===== src/hw/qsf_pkg.sv =====
package qsf_pkg;

  // Opcodes handled by the read path
  localparam logic [7:0] OP_QUAD_EXIT   = 8'hff;
  localparam logic [7:0] OP_QUAD_ENTRY  = 8'h38;
  localparam logic [7:0] OP_FAST_READ   = 8'h0b;
  localparam logic [7:0] OP_QUAD_OUT_RD = 8'h6b;
  localparam logic [7:0] OP_QUAD_IO_RD  = 8'heb;
  localparam logic [7:0] OP_SET_BURST   = 8'hc0;
  localparam logic [7:0] OP_WRAP_READ   = 8'h0c;

  // Mode byte upper nibble that keeps continuous-read mode
  localparam logic [3:0] MODE_CONT_NIB  = 4'ha;
  // Address byte that cancels continuous-read mode
  localparam logic [7:0] CONT_EXIT_BYTE = 8'hff;
  // Byte shown for read-locked blocks
  localparam logic [7:0] LOCKED_BYTE    = 8'h00;

  // Phase lengths in serial clocks
  localparam logic [4:0] CLKS_BYTE_X1   = 5'd8;
  localparam logic [4:0] CLKS_BYTE_X4   = 5'd2;
  localparam logic [4:0] CLKS_ADDR_X1   = 5'd24;
  localparam logic [4:0] CLKS_ADDR_X4   = 5'd6;
  localparam logic [4:0] CLKS_DUMMY_X1  = 5'd8;
  localparam logic [4:0] CLKS_DUMMY_FR4 = 5'd4;
  localparam logic [4:0] CLKS_DUMMY_QIO = 5'd4;
  localparam logic [4:0] CLKS_DUMMY_WR  = 5'd6;

  // Burst length field and its reset value (8 bytes)
  localparam int         BURST_W        = 2;
  localparam logic [1:0] BURST_RST      = 2'h0;
  localparam logic [5:0] BURST_BASE     = 6'h07;

  localparam int         ADDR_W         = 24;
  localparam logic [23:0] ADDR_RST      = 24'h000000;
  localparam int         BUF_W          = 9;
  localparam int         BUF_DEPTH      = 2;

  typedef enum logic [2:0] {
    ST_IDLE, ST_CMD, ST_ADDR, ST_MODE, ST_DUMMY, ST_BLEN, ST_DATA, ST_IGNORE
  } qsf_state_t;

endpackage


===== src/hw/qsf_buf2.sv =====
`timescale 1ns/100ps
module qsf_buf2
  import qsf_pkg::*;
(
  input  wire logic             i_clk,
  input  wire logic             i_rst_b,
  input  wire logic             i_flush,
  input  wire logic             i_valid,
  input  wire logic [BUF_W-1:0] i_data,
  output logic                  o_ready,
  output logic                  o_valid,
  output logic      [BUF_W-1:0] o_data,
  input  wire logic             i_ready
);

  logic [BUF_W-1:0] mem_q [BUF_DEPTH];
  logic             wr_ptr_q;
  logic             rd_ptr_q;
  logic [1:0]       count_q;
  logic [1:0]       count_d;
  logic             push;
  logic             pop;

  // Handshakes on each side; full and empty come from the count
  assign push    = i_valid & (count_q != 2'd2) & ~i_flush;
  assign pop     = i_ready & (count_q != 2'd0) & ~i_flush;
  assign count_d = count_q + {1'b0, push} - {1'b0, pop};
  assign o_ready = (count_q != 2'd2);
  assign o_valid = (count_q != 2'd0);
  assign o_data  = mem_q[rd_ptr_q];

  // Pointer and count update
  always_ff @(posedge i_clk or negedge i_rst_b) begin
    if (!i_rst_b) begin
      wr_ptr_q <= 1'b0;
      rd_ptr_q <= 1'b0;
      count_q  <= 2'd0;
    end else if (i_flush) begin
      wr_ptr_q <= 1'b0;
      rd_ptr_q <= 1'b0;
      count_q  <= 2'd0;
    end else begin
      wr_ptr_q <= wr_ptr_q ^ push;
      rd_ptr_q <= rd_ptr_q ^ pop;
      count_q  <= count_d;
    end
  end

  // Storage
  always_ff @(posedge i_clk) begin
    if (push) begin
      mem_q[wr_ptr_q] <= i_data;
    end
  end

endmodule // qsf_buf2


===== src/hw/qsf_read_path.sv =====
`timescale 1ns/100ps
// Summary of operation
// - Opcode FFH leaves four-bit mode or continuous mode, in either width.
// - In continuous four-bit reads, first FFH clears continuous only; second leaves quad.
// - Single-bit mode ignores upper three data lines during opcode.
// - Power-up in single-bit mode; 0BH accepted in both modes.
// - After dummies, data driven on falling serial clock from given address.
// - Linear reads increment per byte, rolling over to 000000H.
// - Read-locked bytes are output as 00H.
// - Mode byte AXH: next transaction omits opcode, sends address, mode, dummies.
// - Any other mode byte: next transaction starts with a full opcode.
// - 6BH: single-line opcode, address, dummy byte; data on four lines.
// - EBH: single-line opcode, then four-bit address, mode, two dummy bytes.
// - EBH continuous: later transaction is address, mode and dummies only.
// - Burst code byte 00H..03H selects 8, 16, 32, 64 bytes; other codes leave it unchanged.
// - Burst length is 8 bytes after reset.
// - Wrapped read wraps inside aligned window of burst length.
// - Opcode 38H enters four-bit mode until reset or FFH.
module qsf_read_path
  import qsf_pkg::*;
(
  input  wire logic              i_clk,
  input  wire logic              i_rst_b,
  input  wire logic              i_sck,
  input  wire logic              i_cs_b,
  input  wire logic [3:0]        i_serial_data_lines,
  output logic      [3:0]        o_serial_data_lines,
  output logic      [3:0]        o_serial_data_lines_oe,
  input  wire logic              i_quad_io_enable_bit,
  output logic      [ADDR_W-1:0] o_rd_addr,
  output logic                   o_rd_en,
  input  wire logic              i_rd_valid,
  input  wire logic [7:0]        i_rd_data,
  input  wire logic              i_rd_locked,
  output logic                   o_rd_ready,
  output logic                   o_quad_mode,
  output logic                   o_cont_mode,
  output logic      [BURST_W-1:0] o_burst_len
);

  // Next read address, linear or wrapped in the burst window
  function automatic logic [ADDR_W-1:0] next_addr(input logic [ADDR_W-1:0] a,
                                                  input logic wrap,
                                                  input logic [BURST_W-1:0] bl);
    logic [ADDR_W-1:0] mask;
    logic [ADDR_W-1:0] inc;
    mask = {18'h0, (BURST_BASE << bl) | BURST_BASE};
    inc  = a + 24'h000001;
    if (wrap) begin
      next_addr = (a & ~mask) | (inc & mask);
    end else begin
      next_addr = inc;
    end
  endfunction

  // Two-flop synchronisers for pins, plus a third stage for edges
  logic [5:0] sync1_q;
  logic [5:0] sync2_q;
  logic       sck_d3_q;
  logic       cs_d3_q;
  always_ff @(posedge i_clk or negedge i_rst_b) begin
    if (!i_rst_b) begin
      sync1_q  <= 6'h01; // Idle pins: select high, clock low
      sync2_q  <= 6'h01;
      sck_d3_q <= 1'b0;
      cs_d3_q  <= 1'b1;
    end else begin
      sync1_q  <= {i_serial_data_lines, i_sck, i_cs_b};
      sync2_q  <= sync1_q;
      sck_d3_q <= sync2_q[1];
      cs_d3_q  <= sync2_q[0];
    end
  end

  logic       cs_b_s;
  logic       sck_s;
  logic [3:0] sio_s;
  logic       sck_rise;
  logic       sck_fall;
  logic       cs_fall;
  logic       cs_rise;
  assign cs_b_s   = sync2_q[0];
  assign sck_s    = sync2_q[1];
  assign sio_s    = sync2_q[5:2];
  assign sck_rise = sck_s & ~sck_d3_q & ~cs_b_s;
  assign sck_fall = ~sck_s & sck_d3_q & ~cs_b_s;
  assign cs_fall  = ~cs_b_s & cs_d3_q;
  assign cs_rise  = cs_b_s & ~cs_d3_q;

  // Protocol state
  qsf_state_t        state_q;
  qsf_state_t        state_d;
  logic [7:0]        cmd_q;
  logic [31:0]       sh_q;
  logic [4:0]        cnt_q;
  logic              quad_q;
  logic              cont_q;
  logic              cont_txn_q;
  logic              ff_seen_q;
  logic [BURST_W-1:0] burst_q;
  logic [ADDR_W-1:0] addr_q;
  logic              rd_en_q;
  logic [7:0]        out_q;
  logic [2:0]        out_cnt_q;
  logic [3:0]        sio_out_q;
  logic [3:0]        sio_oe_q;
  logic              rd_ready_q;

  // Command attributes
  logic       is_qio;
  logic       addr_x4;
  logic       has_mode;
  logic       data_x4;
  logic       wrap;
  logic       in_x4;
  logic [4:0] dummy_clks;
  logic [4:0] phase_len;
  logic       phase_last;
  logic [31:0] sh_next;
  logic [7:0] in_byte;
  assign is_qio   = (cmd_q == OP_QUAD_IO_RD);
  assign addr_x4  = quad_q | is_qio;
  assign has_mode = is_qio | (quad_q & (cmd_q == OP_FAST_READ));
  assign data_x4  = quad_q | is_qio | (cmd_q == OP_QUAD_OUT_RD);
  assign wrap     = (cmd_q == OP_WRAP_READ);
  assign in_x4    = (state_q == ST_ADDR || state_q == ST_MODE) ? addr_x4 : quad_q;
  assign dummy_clks = wrap ? CLKS_DUMMY_WR :
                      is_qio ? CLKS_DUMMY_QIO :
                      (quad_q & (cmd_q == OP_FAST_READ)) ? CLKS_DUMMY_FR4 :
                      CLKS_DUMMY_X1;
  assign phase_len = (state_q == ST_ADDR) ? (addr_x4 ? CLKS_ADDR_X4 : CLKS_ADDR_X1) :
                     (state_q == ST_MODE) ? CLKS_BYTE_X4 :
                     (state_q == ST_DUMMY) ? dummy_clks :
                     (quad_q ? CLKS_BYTE_X4 : CLKS_BYTE_X1);
  assign phase_last = (cnt_q == phase_len - 5'd1);
  // Single-bit phases look only at line 0
  assign sh_next  = in_x4 ? {sh_q[27:0], sio_s} : {sh_q[30:0], sio_s[0]};
  assign in_byte  = sh_next[7:0];

  // Buffer between array and serialiser
  logic            buf_valid;
  logic [BUF_W-1:0] buf_data;
  logic            buf_in_ready;
  logic            buf_pop;
  logic            buf_push;
  logic            flush;
  assign flush    = cs_rise | cs_fall;
  assign buf_pop  = sck_fall & (state_q == ST_DATA) & (out_cnt_q == 3'd0);
  assign buf_push = i_rd_valid & buf_in_ready & rd_ready_q & rd_en_q; // Same as array accept

  qsf_buf2 u_buf (
    .i_clk   (i_clk),
    .i_rst_b (i_rst_b),
    .i_flush (flush),
    .i_valid (buf_push),
    .i_data  ({i_rd_locked, i_rd_data}),
    .o_ready (buf_in_ready),
    .o_valid (buf_valid),
    .o_data  (buf_data),
    .i_ready (buf_pop)
  );

  // Byte leaving the buffer, locked blocks read as zero
  logic [7:0] pop_byte;
  assign pop_byte = (!buf_valid || buf_data[8]) ? LOCKED_BYTE : buf_data[7:0];

  // Next state on serial clock rise and select edges
  always_comb begin
    state_d = state_q;
    if (cs_rise) begin
      state_d = ST_IDLE;
    end else if (cs_fall) begin
      state_d = cont_q ? ST_ADDR : ST_CMD;
    end else if (sck_rise && phase_last) begin
      case (state_q)
        ST_CMD: begin
          if (in_byte == OP_SET_BURST) begin
            state_d = ST_BLEN;
          end else if (in_byte == OP_FAST_READ) begin
            state_d = ST_ADDR;
          end else if (in_byte == OP_WRAP_READ && quad_q) begin
            state_d = ST_ADDR;
          end else if ((in_byte == OP_QUAD_OUT_RD || in_byte == OP_QUAD_IO_RD)
                       && !quad_q && i_quad_io_enable_bit) begin
            state_d = ST_ADDR;
          end else begin
            state_d = ST_IGNORE;
          end
        end
        ST_ADDR:  state_d = has_mode ? ST_MODE : ST_DUMMY;
        ST_MODE:  state_d = ST_DUMMY;
        ST_DUMMY: state_d = ST_DATA;
        ST_BLEN:  state_d = ST_IGNORE;
        default:  state_d = state_q;
      endcase
    end
  end

  // Shift-in, command, mode flags and burst length
  always_ff @(posedge i_clk or negedge i_rst_b) begin
    if (!i_rst_b) begin
      state_q    <= ST_IDLE;
      cmd_q      <= OP_FAST_READ;
      sh_q       <= 32'h0;
      cnt_q      <= 5'd0;
      quad_q     <= 1'b0;
      cont_q     <= 1'b0;
      cont_txn_q <= 1'b0;
      ff_seen_q  <= 1'b0;
      burst_q    <= BURST_RST;
    end else begin
      state_q <= state_d;
      if (cs_rise) begin
        cnt_q <= 5'd0;
        // A continuous read cut short by FFH in the address slot
        if (cont_txn_q && state_q == ST_ADDR && ff_seen_q) begin
          cont_q <= 1'b0;
        end
      end else if (cs_fall) begin
        cnt_q      <= 5'd0;
        cont_txn_q <= cont_q;
        ff_seen_q  <= 1'b0;
      end else if (sck_rise) begin
        sh_q  <= sh_next;
        cnt_q <= phase_last ? 5'd0 : cnt_q + 5'd1;
        if (state_q == ST_ADDR && cnt_q == (addr_x4 ? 5'd1 : 5'd7)) begin
          ff_seen_q <= (in_byte == CONT_EXIT_BYTE);
        end
        if (phase_last) begin
          case (state_q)
            ST_CMD: begin
              cmd_q <= in_byte;
              if (in_byte == OP_QUAD_EXIT) begin
                quad_q <= 1'b0;
                cont_q <= 1'b0;
              end else if (in_byte == OP_QUAD_ENTRY) begin
                quad_q <= 1'b1;
              end
            end
            ST_MODE: cont_q <= (in_byte[7:4] == MODE_CONT_NIB);
            ST_BLEN: begin
              if (in_byte[7:2] == 6'h00) begin
                burst_q <= in_byte[1:0];
              end
            end
            default: begin
            end
          endcase
        end
      end
    end
  end

  // Array address and fetch enable; a byte taken as select rises still steps
  always_ff @(posedge i_clk or negedge i_rst_b) begin
    if (!i_rst_b) begin
      addr_q  <= ADDR_RST;
      rd_en_q <= 1'b0;
    end else if (sck_rise && phase_last && state_q == ST_ADDR) begin
      addr_q  <= sh_next[ADDR_W-1:0];
      rd_en_q <= 1'b1;
    end else begin
      if (buf_push) begin
        addr_q <= next_addr(addr_q, wrap, burst_q);
      end
      if (cs_rise || cs_fall) begin
        rd_en_q <= 1'b0;
      end
    end
  end

  // Output serialiser on falling serial clock
  always_ff @(posedge i_clk or negedge i_rst_b) begin
    if (!i_rst_b) begin
      out_q     <= 8'h00;
      out_cnt_q <= 3'd0;
      sio_out_q <= 4'h0;
      sio_oe_q  <= 4'h0;
    end else if (cs_b_s || state_q != ST_DATA) begin
      out_cnt_q <= 3'd0;
      sio_oe_q  <= 4'h0;
    end else if (sck_fall) begin
      sio_oe_q <= data_x4 ? 4'hf : 4'h2;
      if (out_cnt_q == 3'd0) begin
        out_q     <= data_x4 ? {pop_byte[3:0], 4'h0} : {pop_byte[6:0], 1'b0};
        out_cnt_q <= data_x4 ? 3'd1 : 3'd7;
        sio_out_q <= data_x4 ? pop_byte[7:4] : {2'b00, pop_byte[7], 1'b0};
      end else begin
        out_q     <= data_x4 ? {out_q[3:0], 4'h0} : {out_q[6:0], 1'b0};
        out_cnt_q <= out_cnt_q - 3'd1;
        sio_out_q <= data_x4 ? out_q[7:4] : {2'b00, out_q[7], 1'b0};
      end
    end
  end

  // Ready delay register and outputs; o_rd_ready is an AND of registered terms, not a register
  always_ff @(posedge i_clk or negedge i_rst_b) begin
    if (!i_rst_b) begin
      rd_ready_q <= 1'b0;
    end else begin
      rd_ready_q <= rd_en_q;
    end
  end

  assign o_serial_data_lines    = sio_out_q;
  assign o_serial_data_lines_oe = sio_oe_q;
  assign o_rd_addr              = addr_q;
  assign o_rd_en                = rd_en_q;
  assign o_rd_ready             = buf_in_ready & rd_ready_q & rd_en_q;
  assign o_quad_mode            = quad_q;
  assign o_cont_mode            = cont_q;
  assign o_burst_len            = burst_q;

endmodule // qsf_read_path


===== config.mk =====
export PLATFORM = sky130hd
export DESIGN_NAME = qsf_read_path
export DESIGN_NICKNAME = d
export VERILOG_FILES = /design/src/hw/qsf_pkg.sv /design/src/hw/qsf_buf2.sv /design/src/hw/qsf_read_path.sv
export SDC_FILE = /design/constraint.sdc
export NUM_CORES = 1
export LEC_CHECK = 0
export BUFFER_PORTS_ARGS = -buffer_cell sky130_fd_sc_hd__buf_2
export CAP_MARGIN = 10
export CORE_UTILIZATION = 64
export DETAILED_ROUTE_END_ITERATION = 16
export HOLD_SLACK_MARGIN = 0.05
export PLACE_DENSITY_LB_ADDON = 0.3
export SYNTH_ARGS = -nofsm -noshare
export SYNTH_HDL_FRONTEND = slang
export SYNTH_HIERARCHICAL = 1
export SYNTH_SLANG_ARGS = --single-unit

===== constraint.sdc =====
create_clock -name i_clk -period 5.1 [get_ports i_clk]
set_input_delay 0.51 -clock i_clk [delete_from_list [all_inputs] [get_ports i_clk]]
set_output_delay 0.51 -clock i_clk [all_outputs]
set_load 0.05 [all_outputs]

== After elaboration in Yosys (flattened, before gate mapping) ==
Memories as Yosys holds them, arrays and structs flattened.
Cells that the tools add are included.

* Flip-flop bits (word level): 108
* Memory bits (writable): 18
* Input port bits: 19
* Output and inout port bits: 38
* Word-level logic and storage cells: 192
* Memories kept: 1

* $add $sub $neg: 6
* Equal/unequal tests: 25
* Shift operators: 1
* Mux-type cells: 61
* Bitwise gates (word level): 36
* Reduce and logical (&&, ||, !) cells: 39

{| class="wikitable"
|+ Memory list
! memory !! words !! bits a word !! read ports !! clocked after Yosys merged registers in !! write ports !! line !! text
|-
| u_buf.mem_q || 2 || 9 || 1 || 0 || 1 || qsf_buf2.sv:16 || <nowiki>logic [BUF_W-1:0] mem_q [BUF_DEPTH];</nowiki>
|}

{| class="wikitable"
|+ Operators with widths
! cell !! count
|-
| $mux 24 || 4
|-
| $mux 4 || 12
|-
| $mux 3 || 13
|-
| $eq 8x4->1 const B || 4
|-
| $eq 8x8->1 const B || 4
|-
| $mux 8 || 4
|-
| $mux 5 || 6
|-
| $add 24x1->24 const B || 1
|-
| $and 24x24->24 || 1
|-
| $and 24x6->24 || 1
|-
| $not 6->24 || 1
|-
| $or 24x24->24 || 1
|-
| $and 1x1->1 || 18
|-
| $mux 1 || 18
|-
| $reduce_and 6->1 || 3
|-
| $reduce_bool 2->1 || 9
|-
| $eq 8x7->1 const B || 2
|-
| $pmux 3 s5 || 1
|-
| $eq 3x3->1 const B || 3
|-
| $reduce_bool 3->1 || 3
|-
| $eq 8x6->1 const B || 1
|-
| $logic_and 1x1->1 || 8
|-
| $not 1->1 || 8
|-
| $reduce_bool 7->1 || 1
|-
| other kinds (25) || 41
|}

== Depth between registers and ports, before layout ==
* Word-level depth: 16
* Gate-level depth with buffers: 13
* Depth with buffers taken out: 12

== Modules after synthesis ==
The synthesis kept the hierarchy.

{| class="wikitable"
|+ By module, submodules not included
! module !! times used !! cells each !! area each (um2) !! sequential area each (um2)
|-
| qsf_read_path || 1 || 553 || 5,332.6 || 2,534.9
|-
| qsf_buf2 || 1 || 51 || 899.6 || 640.6
|}

== Worst setup path after synthesis ==
No wires, ideal clock.

* Path type: register to register
* Start point: reg quad_q (netlist: o_quad_mode)
* End point: reg cont_q (netlist: o_cont_mode)
* Setup time: 0.125 ns
* Arrival: 2.698 ns
* Required time: 4.975 ns
* Slack: 2.277 ns
* Cell stages (with the launch flop): 9
* Buffers on the path: 1
* Period minus slack after synthesis: 2.823 ns
* Path through: dfrtp_1 buf_4 or4b_1 a211oi_2 a31o_4 xor2_2 nand2b_2 a221oi_1 mux2_2

* Word-level cells in the longest chain between the ends: 11
* Elaborated cells between the ends (all ways): 24
* Those cells by class: add/sub: 1; eq/ne: 4; mux: 15; bitwise: 2; reduce/logical: 2

{| class="wikitable"
|+ Ends and longest elaborated chain
! item !! line !! text
|-
| start: declaration || qsf_read_path.sv:96 || <nowiki>logic quad_q;</nowiki>
|-
| start signal: assignment || qsf_read_path.sv:206 || <nowiki>quad_q <= 1'b0;</nowiki>
|-
| start signal: assignment || qsf_read_path.sv:234 || <nowiki>quad_q <= 1'b0;</nowiki>
|-
| start signal: assignment || qsf_read_path.sv:237 || <nowiki>quad_q <= 1'b1;</nowiki>
|-
| $and 1x1->1 || qsf_read_path.sv:129 || <nowiki>(quad_q & (cmd_q == OP_FAST_READ)) ? CLKS_DUMMY_FR4 :</nowiki>
|-
| $mux 4 || qsf_read_path.sv:129 ||
|-
| $mux 4 || qsf_read_path.sv:128 || <nowiki>is_qio ? CLKS_DUMMY_QIO :</nowiki>
|-
| $mux 4 || qsf_read_path.sv:127 || <nowiki>assign dummy_clks = wrap ? CLKS_DUMMY_WR :</nowiki>
|-
| $mux 4 || qsf_read_path.sv:133 || <nowiki>(state_q == ST_DUMMY) ? dummy_clks :</nowiki>
|-
| $mux 4 || qsf_read_path.sv:132 || <nowiki>(state_q == ST_MODE) ? CLKS_BYTE_X4 :</nowiki>
|-
| $mux 5 || qsf_read_path.sv:131 || <nowiki>assign phase_len = (state_q == ST_ADDR) ? (addr_x4 ? CLKS_ADDR_X4 : CLKS_ADDR_X1) :</nowiki>
|-
| $sub 5x1->5 || qsf_read_path.sv:135 || <nowiki>assign phase_last = (cnt_q == phase_len - 5'd1);</nowiki>
|-
| $eq 5x5->1 || qsf_read_path.sv:135 ||
|-
| $reduce_bool 2->1 (no source line) || n/a ||
|-
| $reduce_and 6->1 (no source line) || n/a ||
|-
| end signal: assignment || qsf_read_path.sv:240 || <nowiki>ST_MODE: cont_q <= (in_byte[7:4] == MODE_CONT_NIB);</nowiki>
|-
| end: declaration || qsf_read_path.sv:97 || <nowiki>logic cont_q;</nowiki>
|}

Several ways; a longest one is shown, not always the timed one. The select of a mux whose other input is x is not followed.
A chain may end at the register's enable or synchronous reset.

== Worst setup path in the final report ==
* Start point: reg state_q[2]
* End point: reg u_buf.count_q[1]

* Word-level cells in the longest chain between the ends: 7

{| class="wikitable"
|+ Ends and longest elaborated chain
! item !! line !! text
|-
| start: declaration || qsf_read_path.sv:91 || <nowiki>qsf_state_t state_q;</nowiki>
|-
| start signal: assignment || qsf_read_path.sv:212 || <nowiki>state_q <= state_d;</nowiki>
|-
| $eq 3x3->1 || qsf_read_path.sv:148 || <nowiki>assign buf_pop = sck_fall & (state_q == ST_DATA) & (out_cnt_q == 3'd0);</nowiki>
|-
| $and 1x1->1 (2 in a row) || qsf_read_path.sv:148 ||
|-
| net buf_pop || qsf_read_path.sv:144 || <nowiki>logic buf_pop;</nowiki>
|-
| $and 1x1->1 (2 in a row) || qsf_buf2.sv:26 || <nowiki>assign pop = i_ready & (count_q != 2'd0) & ~i_flush;</nowiki>
|-
| $sub 2x1->2 || qsf_buf2.sv:27 || <nowiki>assign count_d = count_q + {1'b0, push} - {1'b0, pop};</nowiki>
|-
| $mux 2 || qsf_buf2.sv:38 || <nowiki>end else if (i_flush) begin</nowiki>
|-
| end signal: assignment || qsf_buf2.sv:45 || <nowiki>count_q <= count_d;</nowiki>
|-
| end: declaration || qsf_buf2.sv:19 || <nowiki>logic [1:0] count_q;</nowiki>
|}

The timed path passes the listed nets, and every way through them passes these cells.

==> impl_metrics.csv <==
group,metric,value,unit
status,status,"finished clean",
pwr,power,2.882,mW
synth,synthAdderAreaFrac,2.409,%
global_routing,grt_pass1_vias,4838,
worst_setup_path,critPathCaptureType,"flip-flop",
global_routing,gr-usage-met1,39.69,%
global_routing,grt_pass1_wl,23.74,mm
worst_setup_path,cp_data_arrival_time,3.93,ns
layout,nets,684,
global_routing,use_met3,5.617,%
hold_path,min_path_type,"in2async",
clocking,root_buffer,"clkbuf_8",
pwr,p_comb_share,17.5,%
layout,ff_latch_area,0.003176,mm2
pwr,p_per_area,402.8,mW/mm2
synth,ys_dominant_reg_cell,"dfrtp_1",
worst_setup_path,timing.critical_path.cells,"inv_1 -> or4_1 -> nand2b_1 -> nor2_1 -> o21ai_0 -> nor2_1 -> ha_1 -> inv_1 -> ha_1 -> xnor3_1 -> nor2_1",
worst_setup_path,slowest_delay,0.62,ns
timing,timing.final.crit_share,68.19,%
timing,skew,0.01113,ns
synth,synthXorXnorAreaFrac,4.678,%
global_routing,antenna_found_initial,0,
pwr,p_leak,3.206,nW
layout,syn_to_final_growth,14.80,%
layout,final_cell_mix,"dfrtp_1, nor2_1, buf_2",
pwr,p_int,1.993,mW
floorplan,rows,35,
drt,drt-pass1-iter-count,5,
worst_setup_path,cp.required,5.55,ns
layout,final_area,0.007154,mm2
synth,async_flop_share,85.37,%
timing,fmax,287.5,MHz
flow_run,max_cap_viol_count,0,
synth,synth_area,0.006232,mm2
timing,hold_viol,0,
pwr,clockPowerShare,40.4,%
pwr,p_seq_share,42.1,%
synth,yosysSeqAreaShare,50.95,%
synth,synth-edff-count,18,
clocking,clock-sinks,123,
layout,final_common_cell,"dfrtp_1",
timing,relSlewSlack,18.92,%
synth,yosys.area_share.simple,17.33,%
worst_setup_path,r2r_slack,1.62,ns
floorplan,initial_core_util,66.81,%
synth,synth_top_family_by_area,"simple AND/OR/NAND/NOR gates",
timing,period_needed,3.478,ns
layout,multiInputGateArea,0.002846,mm2
floorplan,dieArea,0.01014,mm2
drt,vias,4750,
worst_setup_path,worstSetupPathType,"reg2reg",
synth,synth_mux_area_share,7.930,%
clocking,clkTransAtPathRegs,0.06,ns
global_routing,gr-usage-met2,49.10,%
placement,port_buffers,56,
pwr,irDropWorstVdd,0.2481,mV
clocking,cts_resized,0,
layout,diodes,0,
pwr,swShare,30.85,%
synth,synth_compound_area_share,13.19,%
drt,postRouteAntennaNets,0,
synth,avgSynthCellArea,10.32,um2
clocking,cts_tree,"yes",
placement,placedInstanceArea,0.006579,mm2
placement,dp_hpwl,9.381,mm
drt,viasPerCell,5.975,
layout,nFillCells,615,
synth,synth_cells,604,
pwr,p_sw,0.8890,mW
clocking,cts_hold_buf,0,
timing,setup_tns,0,ns
synth,ys_ff_latch,123,
global_routing,grt_busiest_layer,"met2",
drt,drc,0,
worst_setup_path,reg2reg_depth,11,
synth,yosys_warnings,6,
floorplan,fp.coreArea,0.009328,mm2
floorplan,ios,57,
placement,gp_congestion,0.8855,
synth,synth.distinct_cells,69,
drt,drt-initial-drc-count,244,
drt,post_drt_wl_per_cell,17.56,um
clocking,postCtsSetupBuffers,0,
clocking,h-tree-depth,4,
timing,rsz0062_at_grt,"false",
floorplan,die_h,100.7,um
timing,slew_violations,0,
worst_setup_path,start_kind,"flip-flop",
clocking,clk-insertion-delay-late,0.52,ns
worst_setup_path,crit-reg2reg-launch,"state_q[2]$_DFFE_PN0P_",
worst_setup_path,path_max_fanout,22,
worst_setup_path,reg2reg_to,"u_buf/count_q[1]$_DFF_PN0_",
timing,finalSetupViolCount,0,
worst_setup_path,cp_common_cell,"nor2_1",
timing,tightest_slew,1.214,ns
synth,syn-num-nets,635,
floorplan,die_w,100.7,um
drt,wl,13.96,mm
global_routing,grt.total_usage,30.43,%
clocking,cts.path.max_buffers,2,
global_routing,grt_max_degree,61,
clocking,cts_inserted_buffers,17,
global_routing,overflow,0,
worst_setup_path,slowest_stage,"or4_1",
layout,drive_above_1_share,19.67,%
==> layout make-up <==
| class | instances | area share, % |
|---|---|---|
| multi-input combinational | 430 | 39.79 |
| clock buffer | 19 | 6.034 |
| tap | 129 | 2.256 |
| inverter | 20 | 1.049 |
| sequential | 123 | 44.39 |
| timing repair buffer | 61 | 4.477 |
| clock inverter | 13 | 2.011 |
==> metal layers <==
layer | vias up | wire (um)
li1 | 2244 | -
met3 | 41 | 661
met4 | 0 | 440
met2 | 146 | 6816
met5 | - | 0
met1 | 2319 | 6044
==> worst max-delay path: cells and delay by family, from the launching register on <==
family / cells / cell delay (ns)
AOI/OAI and AO/OA: 1 / 0.17
and+or+nand+nor: 5 / 1.70
xor gates and xnor gates: 1 / 0.31
buffers and inverters: 2 / 0.20
DFF: 1 / 0.61
adders and majority gates: 2 / 0.42
==> cell families (layout without fill, tap and decap cells) <==
kind of cell / Yosys count / count (layout)
multiplexers: 47 / 47
AO/OA/AOI/OAI: 127 / 127
flip-flops: 123 / 123
adder cells (fa/ha/maj): 12 / 12
buffers and inverters: 51 / 113
AND/OR/NAND/NOR: 214 / 214
XOR/XNOR: 30 / 30
==> synth_stat cells (5+ instances only) <==
cell | number | area, um2
a211oi_1 | 5 | 37.54
a21oi_1 | 54 | 270.3
a22oi_1 | 6 | 45.04
and3_1 | 7 | 43.79
buf_2 | 10 | 50.05
clkbuf_1 | 17 | 63.81
dfrtp_1 | 99 | 2477
dfstp_2 | 6 | 157.7
edfxtp_1 | 18 | 540.5
ha_1 | 12 | 150.1
inv_1 | 18 | 67.56
mux2_2 | 19 | 214.0
mux2i_1 | 28 | 280.3
nand2_1 | 42 | 157.7
nand2b_1 | 7 | 43.79
nand3_1 | 17 | 85.08
nand3b_1 | 5 | 37.54
nand4_1 | 5 | 31.28
nor2_1 | 76 | 285.3
nor2b_1 | 7 | 43.79
nor3_1 | 13 | 65.06
nor3b_1 | 5 | 37.54
nor4_1 | 5 | 31.28
o21ai_0 | 25 | 125.1
o31ai_1 | 6 | 45.04
xnor2_1 | 15 | 131.4
xor2_1 | 12 | 105.1
==> how the worst max path moves through the flow <==
| stage | cells past startpoint | startpoint | slack [ns] | end |
|---|---|---|---|---|
| after floorplan | 8 | o_quad_mode$_DFFE_PN0P_ | 2.28 | o_cont_mode$_DFFE_PN0P_ |
| after global placement | 9 | state_q[2]$_DFFE_PN0P_ | 1.77 | o_quad_mode$_DFFE_PN0P_ |
| after detailed placement | 9 | state_q[2]$_DFFE_PN0P_ | 1.70 | state_q[2]$_DFFE_PN0P_ |
| after CTS | 11 | state_q[2]$_DFFE_PN0P_ | 1.69 | u_buf/count_q[1]$_DFF_PN0_ |
| after global routing | 9 | state_q[2]$_DFFE_PN0P_ | 1.38 | state_q[2]$_DFFE_PN0P_ |
| final | 11 | state_q[2]$_DFFE_PN0P_ | 1.62 | u_buf/count_q[1]$_DFF_PN0_ |
==> power groups by stage <==
| stage | clock network (mW) | registers, mW | logic [mW] |
|---|---|---|---|
| 2_1_floorplan | 0 | 1.20 | 0.366 |
| 3_3_place_gp | 0 | 1.22 | 0.478 |
| 3_5_place_dp | 0 | 1.22 | 0.494 |
| 4_1_cts | 1.17 | 1.21 | 0.502 |
| 5_1_grt | 1.21 | 1.23 | 0.563 |
| 6_report | 1.16 | 1.21 | 0.505 |
==> registers in the layout, indices dropped and copies added (netlist names), 4 cells and up, named ones only <==
| register | flops |
|---|---|
| cmd_q | 8 |
| cnt_q | 5 |
| o_rd_addr | 21 |
| o_serial_data_lines | 4 |
| out_q | 7 |
| sh_q | 23 |
| sync1_q | 6 |
| sync2_q | 6 |
| u_buf/mem_q | 18 |
==> through the flow <==
| step | hold slack [ns] | util (%) | instances | setup slack (ns) |
|---|---|---|---|---|
| 6_report | 0.04745 | 76.70 | 795 | 1.622 |
| 4_1_cts | 0.08464 | 76.70 | 795 | 1.687 |
| 3_5_place_dp | 0.3363 | 70.53 | 763 | 1.696 |
| 2_1_floorplan | 0.2144 | - | 604 | 2.277 |
| 3_3_place_gp | 0.3321 | 70.53 | 763 | 1.766 |
| 5_1_grt | 0.08317 | 76.70 | 795 | 1.380 |
No activity file was read; power rests on OpenSTA's default activity.
